File: src/wwdt_regs.vh
`ifndef WWDT_REGS_VH
`define WWDT_REGS_VH
// Register offsets (byte addresses)
`define WWDT_RESTART_COMMAND_OFS 8'h00
`define WWDT_CONFIGURATION_OFS 8'h04
`define WWDT_FAULT_FLAGS_OFS 8'h08
// Configuration reset value and field positions
`define WWDT_CFG_RESET 32'h3FFF2FFF
`define WWDT_CFG_RELOAD_LSB 0
`define WWDT_CFG_FIEN_BIT 12
`define WWDT_CFG_RSTEN_BIT 13
`define WWDT_CFG_PROC_BIT 14
`define WWDT_CFG_DIS_BIT 15
`define WWDT_CFG_WINDOW_LSB 16
`define WWDT_CFG_DBGHLT_BIT 28
`define WWDT_CFG_IDLEHLT_BIT 29
`define WWDT_CFG_USED_MASK 32'h3FFFFFFF
// Counter value after reset, the full twelve-bit count
`define WWDT_COUNT_RESET 12'hFFF
// Restart command fields
`define WWDT_KEY_LSB 24
`define WWDT_KEY_VALUE 8'hA5
`define WWDT_RESTART_BIT 0
// Status fields
`define WWDT_UNF_BIT 0
`define WWDT_ERR_BIT 1
// Prescaler ratio on the slow clock
`define WWDT_PRESCALE 8'h80
`endif

File: src/wwdt_prescaler.v
`timescale 1ns/100ps
// Divide-by-128 of the slow clock enable, restartable
module wwdt_prescaler (
   // Clock and reset
   input wire clk_i,
   input wire arst_n_i,
   // Control
   input wire slow_en_i,
   input wire restart_i,
   input wire run_i,
   // Tick out
   output wire tick_o
);
`include "wwdt_regs.vh"
   reg [6:0] cnt_ff;
   reg [6:0] nxt_cnt;

   // Restart clears the phase so a full period follows every restart
   always @* begin
      nxt_cnt = cnt_ff;
      if (restart_i) begin
         nxt_cnt = 7'h00;
      end else if (run_i && slow_en_i) begin
         nxt_cnt = cnt_ff + 7'h01;
      end
   end

   always @(posedge clk_i or negedge arst_n_i) begin
      if (!arst_n_i) begin
         cnt_ff <= 7'h00;
      end else begin
         cnt_ff <= nxt_cnt;
      end
   end

   // Tick on the slow edge that wraps the count
   assign tick_o = run_i & slow_en_i & ~restart_i
      & ({1'b0, cnt_ff} == `WWDT_PRESCALE - 8'h01);
endmodule // wwdt_prescaler

File: src/wwdt_core.v
`timescale 1ns/100ps
// Operation
// A 12-bit down counter loads from the reload count value field.
// The counter decrements on slow clock ticks divided by 128.
// After reset the reload value is 0xFFF with fault reset enabled.
// A processor reset restarts the watchdog with its initial values.
// The configuration takes only its first write until processor reset.
// An accepted configuration write reloads the counter and restarts counting.
// A keyed restart reloads the counter and restarts the prescaler at once.
// A restart command write with a wrong key does nothing.
// Software restarts only while the counter is within zero to window limit.
// Underflow sets its flag and, if fault reset enabled, raises fault.
// Restart above the window limit sets error and fault, even disabled.
// A window limit at or above the reload value never errors.
// Flags drive the interrupt only with fault interrupt enable set.
// With fault reset enabled the fault requests a watchdog reset.
// Status read or reset clears flags, interrupt and fault.
// Counting halts in debug or idle when the matching halt bit is set.
// The restart command key is 0xA5; any other key aborts the write.
// Processor-only reset bit picks processor reset or all resets.
// The timer disable bit stops the watchdog when set.
// Underflow is a tick while the counter is zero; fault is a level.
module wwdt_core (
   // Clock and reset
   input wire clk_i,
   input wire arst_n_i,
   // Register port
   input wire [7:0] addr_i,
   input wire [31:0] wdata_i,
   input wire wr_i,
   input wire rd_i,
   output wire [31:0] rdata_o,
   // Slow clock enable, one cycle per slow clock period
   input wire slow_en_i,
   // System state pins
   input wire debug_state_i,
   input wire idle_state_i,
   // Fault signalling
   output wire irq_o,
   output wire fault_o,
   output wire reset_all_o,
   output wire reset_proc_o,
   // Counter observation
   output wire [11:0] count_o
);
`include "wwdt_regs.vh"
   reg [31:0] cfg_ff;
   reg cfg_locked_ff;
   reg [11:0] cnt_ff;
   reg unf_ff;
   reg err_ff;
   reg fault_ff;
   reg [31:0] rdata_ff;
   reg dbg_s1_ff;
   reg dbg_s2_ff;
   reg idle_s1_ff;
   reg idle_s2_ff;
   reg [11:0] nxt_cnt;
   reg nxt_unf;
   reg nxt_err;
   reg nxt_fault;
   reg [31:0] nxt_rdata;
   reg [31:0] nxt_cfg;
   reg irq_ff;
   reg reset_all_ff;
   reg reset_proc_ff;
   reg nxt_irq;
   reg nxt_reset_all;
   reg nxt_reset_proc;
   wire [11:0] reload_count_value;
   wire [11:0] restart_window_limit;
   wire fault_reset_enable;
   wire timer_disable;
   wire debug_halt;
   wire idle_halt;
   wire cfg_wr;
   wire cmd_wr;
   wire restart_request;
   wire status_rd;
   wire halted;
   wire run;
   wire tick;
   wire underflow;
   wire window_error;
   wire count_zero;
   wire reload_now;
   wire [11:0] load_value;
   wire set_unf;
   wire set_err;
   wire set_fault;
   wire clr_flags;
   wire rd_cfg;

   // Address match shared by read and write decode
   function hit;
      input [7:0] a;
      input [7:0] ofs;
      begin
         hit = (a == ofs);
      end
   endfunction

   // Twelve-bit field at a bit offset; reload and window share the layout
   function [11:0] field12;
      input [31:0] w;
      input integer lsb;
      begin
         field12 = w[lsb +: 12];
      end
   endfunction

   // Field views of the configuration register
   assign reload_count_value = field12(cfg_ff, `WWDT_CFG_RELOAD_LSB);
   assign restart_window_limit = field12(cfg_ff, `WWDT_CFG_WINDOW_LSB);
   assign fault_reset_enable = cfg_ff[`WWDT_CFG_RSTEN_BIT];
   assign timer_disable = cfg_ff[`WWDT_CFG_DIS_BIT];
   assign debug_halt = cfg_ff[`WWDT_CFG_DBGHLT_BIT];
   assign idle_halt = cfg_ff[`WWDT_CFG_IDLEHLT_BIT];

   // Debug state comes from other logic; two flops before any use
   always @(posedge clk_i or negedge arst_n_i) begin
      if (!arst_n_i) begin
         dbg_s1_ff <= 1'b0;
         dbg_s2_ff <= 1'b0;
      end else begin
         dbg_s1_ff <= debug_state_i;
         dbg_s2_ff <= dbg_s1_ff;
      end
   end

   // Idle state gets its own pair; only the second stage feeds logic
   always @(posedge clk_i or negedge arst_n_i) begin
      if (!arst_n_i) begin
         idle_s1_ff <= 1'b0;
         idle_s2_ff <= 1'b0;
      end else begin
         idle_s1_ff <= idle_state_i;
         idle_s2_ff <= idle_s1_ff;
      end
   end

   // Write decode; first write to configuration is the only one taken
   assign cfg_wr = wr_i & hit(addr_i, `WWDT_CONFIGURATION_OFS) & ~cfg_locked_ff;
   assign cmd_wr = wr_i & hit(addr_i, `WWDT_RESTART_COMMAND_OFS)
      & (wdata_i[`WWDT_KEY_LSB +: 8] == `WWDT_KEY_VALUE);
   assign restart_request = cmd_wr & wdata_i[`WWDT_RESTART_BIT];
   assign status_rd = rd_i & hit(addr_i, `WWDT_FAULT_FLAGS_OFS);
   assign rd_cfg = rd_i & hit(addr_i, `WWDT_CONFIGURATION_OFS);

   // Halting stops the counter and freezes the prescaler phase
   assign halted = (debug_halt & dbg_s2_ff) | (idle_halt & idle_s2_ff);
   assign run = ~timer_disable & ~halted;

   // Prescaler is cleared by any reload so each period starts whole
   wwdt_prescaler u_presc (
      .clk_i(clk_i),
      .arst_n_i(arst_n_i),
      .slow_en_i(slow_en_i),
      .restart_i(restart_request | cfg_wr),
      .run_i(run),
      .tick_o(tick)
   );

   // Window check ignores the disable bit on purpose
   assign count_zero = (cnt_ff == 12'h000);
   assign window_error = restart_request & (cnt_ff > restart_window_limit);
   assign underflow = tick & count_zero;

   // A configuration write loads the value being written, not the old field
   assign reload_now = cfg_wr | (restart_request & ~window_error);
   assign load_value = cfg_wr ? field12(wdata_i, `WWDT_CFG_RELOAD_LSB) : reload_count_value;

   // Counter next value; it parks at zero so each later tick underflows again
   always @* begin
      nxt_cnt = cnt_ff;
      if (reload_now) begin
         nxt_cnt = load_value;
      end else if (tick && !count_zero) begin
         nxt_cnt = cnt_ff - 12'h001;
      end
   end

   // Flag events; a set in the same cycle as a status read wins
   assign clr_flags = status_rd;
   assign set_unf = underflow;
   assign set_err = window_error;
   assign set_fault = window_error | (underflow & fault_reset_enable);

   // Flag and fault next values
   always @* begin
      nxt_unf = unf_ff;
      nxt_err = err_ff;
      nxt_fault = fault_ff;
      if (clr_flags) begin
         nxt_unf = 1'b0;
         nxt_err = 1'b0;
         nxt_fault = 1'b0;
      end
      if (set_unf) begin
         nxt_unf = 1'b1;
      end
      if (set_err) begin
         nxt_err = 1'b1;
      end
      if (set_fault) begin
         nxt_fault = 1'b1;
      end
   end

   // Next configuration, so registered outputs see a write in its own cycle
   always @* begin
      nxt_cfg = cfg_ff;
      if (cfg_wr) begin
         nxt_cfg = wdata_i & `WWDT_CFG_USED_MASK;
      end
   end

   // Configuration register
   always @(posedge clk_i or negedge arst_n_i) begin
      if (!arst_n_i) begin
         cfg_ff <= `WWDT_CFG_RESET;
      end else begin
         cfg_ff <= nxt_cfg;
      end
   end

   // Lock flag; only a processor reset opens the configuration again
   always @(posedge clk_i or negedge arst_n_i) begin
      if (!arst_n_i) begin
         cfg_locked_ff <= 1'b0;
      end else if (cfg_wr) begin
         cfg_locked_ff <= 1'b1;
      end
   end

   // Counter; any reset restarts it from the full count
   always @(posedge clk_i or negedge arst_n_i) begin
      if (!arst_n_i) begin
         cnt_ff <= `WWDT_COUNT_RESET;
      end else begin
         cnt_ff <= nxt_cnt;
      end
   end

   // Status flags and fault level; reset clears them
   always @(posedge clk_i or negedge arst_n_i) begin
      if (!arst_n_i) begin
         unf_ff <= 1'b0;
         err_ff <= 1'b0;
         fault_ff <= 1'b0;
      end else begin
         unf_ff <= nxt_unf;
         err_ff <= nxt_err;
         fault_ff <= nxt_fault;
      end
   end

   // Fault-side next values, from next state so they line up with the flags
   always @* begin
      nxt_irq = nxt_cfg[`WWDT_CFG_FIEN_BIT] & (nxt_unf | nxt_err);
      nxt_reset_proc = nxt_fault & nxt_cfg[`WWDT_CFG_RSTEN_BIT];
      nxt_reset_all = nxt_reset_proc & ~nxt_cfg[`WWDT_CFG_PROC_BIT];
   end

   // Registered so the reset controller never sees a decode glitch
   always @(posedge clk_i or negedge arst_n_i) begin
      if (!arst_n_i) begin
         irq_ff <= 1'b0;
         reset_all_ff <= 1'b0;
         reset_proc_ff <= 1'b0;
      end else begin
         irq_ff <= nxt_irq;
         reset_all_ff <= nxt_reset_all;
         reset_proc_ff <= nxt_reset_proc;
      end
   end

   // Read mux; only a strobed cycle loads data, so it stands one cycle
   always @* begin
      nxt_rdata = 32'h00000000;
      if (rd_cfg) begin
         nxt_rdata = cfg_ff;
      end else if (status_rd) begin
         nxt_rdata[`WWDT_UNF_BIT] = unf_ff;
         nxt_rdata[`WWDT_ERR_BIT] = err_ff;
      end
   end

   // Read data register
   always @(posedge clk_i or negedge arst_n_i) begin
      if (!arst_n_i) begin
         rdata_ff <= 32'h00000000;
      end else begin
         rdata_ff <= nxt_rdata;
      end
   end

   // Outputs; the reset controller acts on the fault level
   assign rdata_o = rdata_ff;
   assign irq_o = irq_ff;
   assign fault_o = fault_ff;
   assign reset_all_o = reset_all_ff;
   assign reset_proc_o = reset_proc_ff;
   assign count_o = cnt_ff;
endmodule // wwdt_core

File: config.mk
export PLATFORM = sky130hd
export DESIGN_NAME = wwdt_core
export DESIGN_NICKNAME = d
export VERILOG_FILES = /design/src/wwdt_prescaler.v /design/src/wwdt_core.v
export VERILOG_INCLUDE_DIRS = /design/src
export SDC_FILE = /design/constraint.sdc
export NUM_CORES = 1
export LEC_CHECK = 0
export BUFFER_PORTS_ARGS = -buffer_cell sky130_fd_sc_hd__clkbuf_2
export CAP_MARGIN = 20
export CORE_UTILIZATION = 48
export CTS_CLUSTER_SIZE = 24
export DETAILED_ROUTE_END_ITERATION = 12
export PLACE_DENSITY_LB_ADDON = 0.1
export SLEW_MARGIN = 15
export SYNTH_ARGS = -nofsm -noshare
export SYNTH_HDL_FRONTEND = slang
export SYNTH_SLANG_ARGS = --single-unit
export TNS_END_PERCENT = 10
File: constraint.sdc
create_clock -name clk_i -period 2.3 [get_ports clk_i]
set_input_delay 0.23 -clock clk_i [delete_from_list [all_inputs] [get_ports clk_i]]
set_output_delay 0.23 -clock clk_i [all_outputs]
set_load 0.01 [all_outputs]
==> impl_metrics.tcl <==
set metrics [dict create \
    status "finished, final reports clean" \
    ys.warnings.count 0 \
    synth_edf_count 0 \
    htree_levels 3 \
    tightestPinTransition_ns 0.609 \
    avgSynthCellArea_sq_um 11.1 \
    yosysTopAreaCellShare_pct 31.2 \
    pwr_density_cell_nw_per_um2 640 \
    clk_pin_slew_worst_paths_ns 0.10 \
    buffer_ports.inserted 92 \
    grt_setup_unrepaired "yes" \
    die_height_microns 94.3 \
    fp.dieW_microns 94.3 \
    wl_microns 9130 \
    antenna_found_initial 0 \
    syn2layout_area_growth_pct 27.1 \
    cts_buffers 9 \
    clock_path_buffers 2 \
    crit_end "count_o[10]" \
    initial_utilization_pct 49.8 \
    drive_above_1_share_pct 42.5 \
    skew_ns 0.00962 \
    rr_endpoint "count_o[10]" \
    grt.total_usage_pct 21.6 \
    startpoint "cfg_ff[22]" \
    dieArea_sq_um 8890 \
    setup_viol 0 \
    clk_latency_ns 0.36 \
    vdd.ir_drop.worst_mv 0.314 \
    final-max-slew-violation-count 0 \
    startpoint_type "flip-flop" \
    slowest_stage "dfstp_2" \
    rows 33 \
    core_region_area_sq_um 8220 \
    async_flop_share_pct 100 \
    crit_chain "inv_2 -> ha_4 -> nand4_1 -> buf_4 -> a211o_1 -> a31oi_1 -> o21bai_2 -> buf_4 -> a211o_1" \
    yosys-top-cells-count "52 x nand2_1, 51 x dfrtp_1, 39 x dfstp_2" \
    leakagePower_nw 2.69 \
    initialDrtViolationCount 101 \
    placed_area_sq_um 4860 \
    finalHoldViolCount 0 \
    yosysTopAreaCell "dfrtp_1" \
    avgViaCountPerCell 5.13 \
    final_nets 553 \
    dr.pass1.iters 4 \
    synthCells 370 \
    grt_max_degree 47 \
    critical-path-max-stage-delay_ns 0.55 \
    hold_path_class "primary input to flip-flop" \
    fin_hold_ws_ns 0.0509 \
    cts_root_buf "clkbuf_8" \
    finalCritPeriodShare_pct 99.0 \
    fin_crit_ns 2.28 \
    ios 95 \
    dpl.hpwl_microns 6660 \
    reg2regPathDepth 9 \
    cts_tree "built" \
    overflow 0 \
    grt_pass1_wl_microns 14400 \
    fin_ws_ns 0.0234 \
    drv_cap 0 \
    syn_area_sq_um 4090 \
    place_congestion 0.861 \
    ys.flop_type "dfrtp_1" \
    worst-endpoint-required_ns 2.60 \
    relSlewSlack_pct 59.4 \
    n_antenna_cell 0 \
    num_vias 3088 \
    endpoint_kind "flip-flop" \
    r2r_slack_ns 0.02 \
    yosysSeqAreaShare_pct 56.3 \
    ys_ff_latch 90 \
    crit_path_max_fanout 4 \
    max_freq_ghz 0.439 \
    antenna_left 0 \
    post-route-util_pct 63.3 \
    power_mw 3.32 \
    arrival_ns 2.57 \
    worstSetupPathType "flip-flop to flip-flop" \
    path_delay_family "compound AO/OA/AOI/OAI gates" \
    clock_sinks 90 \
    pre_cts_slack_ns -0.0192 \
    fin_area_sq_um 5200 \
    synth_area_leaders "dfrtp_1 31%, dfstp_2 25%, and2_1 5.0%, nand2_1 4.8%, ha_1 4.3%" \
    drc 0 \
    wl_per_cell_microns 15.2 \
    r2r-start "cfg_ff[22]" \
    crit_buf_inv 3 \
    grt_pass1_vias 2905 \
    synth_cell_types 53 \
    cp.depth 9 \
    synth.most_common_cell "nand2_1" \
]
## metal layers
metal | wire [microns] | vias to the layer above | track usage (%) | share of wire, %
li1 | - | 1508 | - | -
met1 | 4480 | 1484 | 31.6 | 49
met2 | 4040 | 84 | 32.1 | 44
met3 | 460 | 12 | 3.40 | 5.0
met4 | 150 | 0 | 8.21 | 1.6
met5 | 0 | - | 0 | 0
## where the power goes
group	switching, mW	total, mW	internal (mW)	leakage [nW]
clock	0.584	1.13	0.543	0.103
combinational	0.214	0.393	0.179	1.49
sequential	0.0903	1.80	1.71	1.10
## area by class of cell
class                      instances  area [sq um]
clock buffer                      10           138
clock inverter                     6          72.6
fill                             705          3020
inverter                          18          67.6
multi-input combinational        250          1760
sequential                        90          2300
tap                              105           131
timing repair buffer             123           732
## cell families (layout without fill, tap and decap cells)
family | after synthesis | after routing | share of synthesized area (%)
fa+ha+maj | 14 | 14 | 4.28
xor+xnor | 11 | 11 | 2.36
compound gates | 54 | 54 | 8.78
flops | 90 | 90 | 56.3
buf+inv | 31 | 157 | 3.21
other cells | 1 | 2 | 0.0917
simple gates | 156 | 156 | 21.6
mux | 13 | 13 | 3.46
## state kept, by name (all words and copies together) (netlist names), 7 cells and up
signal / count
count_o: 12
u_presc.cnt_ff: 7
cfg_ff: 30
rdata_o: 30
## worst reg2reg max path, cell delays in order (launching register included)
cell      delay, ns
dfstp_2        0.55
inv_2          0.05
ha_4           0.26
nand4_1        0.15
buf_4          0.17
a211o_1        0.31
a31oi_1        0.21
o21bai_2       0.13
buf_4          0.14
a211o_1        0.24
## timing repair
action | CTS | global route
setup endpoints to repair | 5 | 15
hold endpoints to repair | 18 | 0
hold buffers | 3 | 0
setup buffers | 0 | 1
gates resized for setup | 5 | 12
pin swaps | 2 | 8
## layout by cell type (no fill, tap or decap), drive strengths merged, types with 2 or more instances in the layout
| cell type | synthesis | routed |
|---|---|---|
| clkbuf | 5 | 101 |
| nand2 | 53 | 53 |
| dfrtp | 51 | 51 |
| dfstp | 39 | 39 |
| and2 | 33 | 33 |
| buf | 8 | 29 |
| inv | 18 | 20 |
| o21ai | 18 | 18 |
| nor2 | 16 | 16 |
| ha | 14 | 14 |
| a21oi | 12 | 12 |
| nand3 | 11 | 11 |
| nand4 | 10 | 10 |
| mux2 | 9 | 9 |
| xor2 | 7 | 7 |
| nor3 | 6 | 6 |
| mux2i | 4 | 4 |
| and3 | 4 | 4 |
| xnor2 | 4 | 4 |
| a31oi | 4 | 4 |
| nand4b | 3 | 3 |
| o211a | 3 | 3 |
| nor2b | 3 | 3 |
| o211ai | 3 | 3 |
| dlygate4sd3 | 0 | 3 |
| nor3b | 3 | 3 |
| or3 | 3 | 3 |
| a22o | 2 | 2 |
| nor4b | 2 | 2 |
| nor4bb | 2 | 2 |
| a211o | 2 | 2 |
| conb | 1 | 2 |
| clkinv | 0 | 2 |
| nor4 | 2 | 2 |
## worst min-delay path by stage
stage                            from           to  cells past startpoint
after floorplan              arst_n_i   cfg_ff[12]                      0
after global placement       arst_n_i  rdata_o[20]                      1
after detailed placement     arst_n_i  rdata_o[20]                      1
after CTS                 wdata_i[16]   cfg_ff[16]                      3
after global routing      wdata_i[29]   cfg_ff[29]                      3
final                     wdata_i[16]   cfg_ff[16]                      3
## stage by stage
| stage | std cells | setup TNS, ns |
|---|---|---|
| 2_1_floorplan | 371 | 0 |
| 3_3_place_gp | 582 | 0 |
| 3_5_place_dp | 582 | -0.0604 |
| 4_1_cts | 601 | 0 |
| 5_1_grt | 602 | -0.343 |
| 6_report | 602 | 0 |
Power figures use the tool's default switching activity.
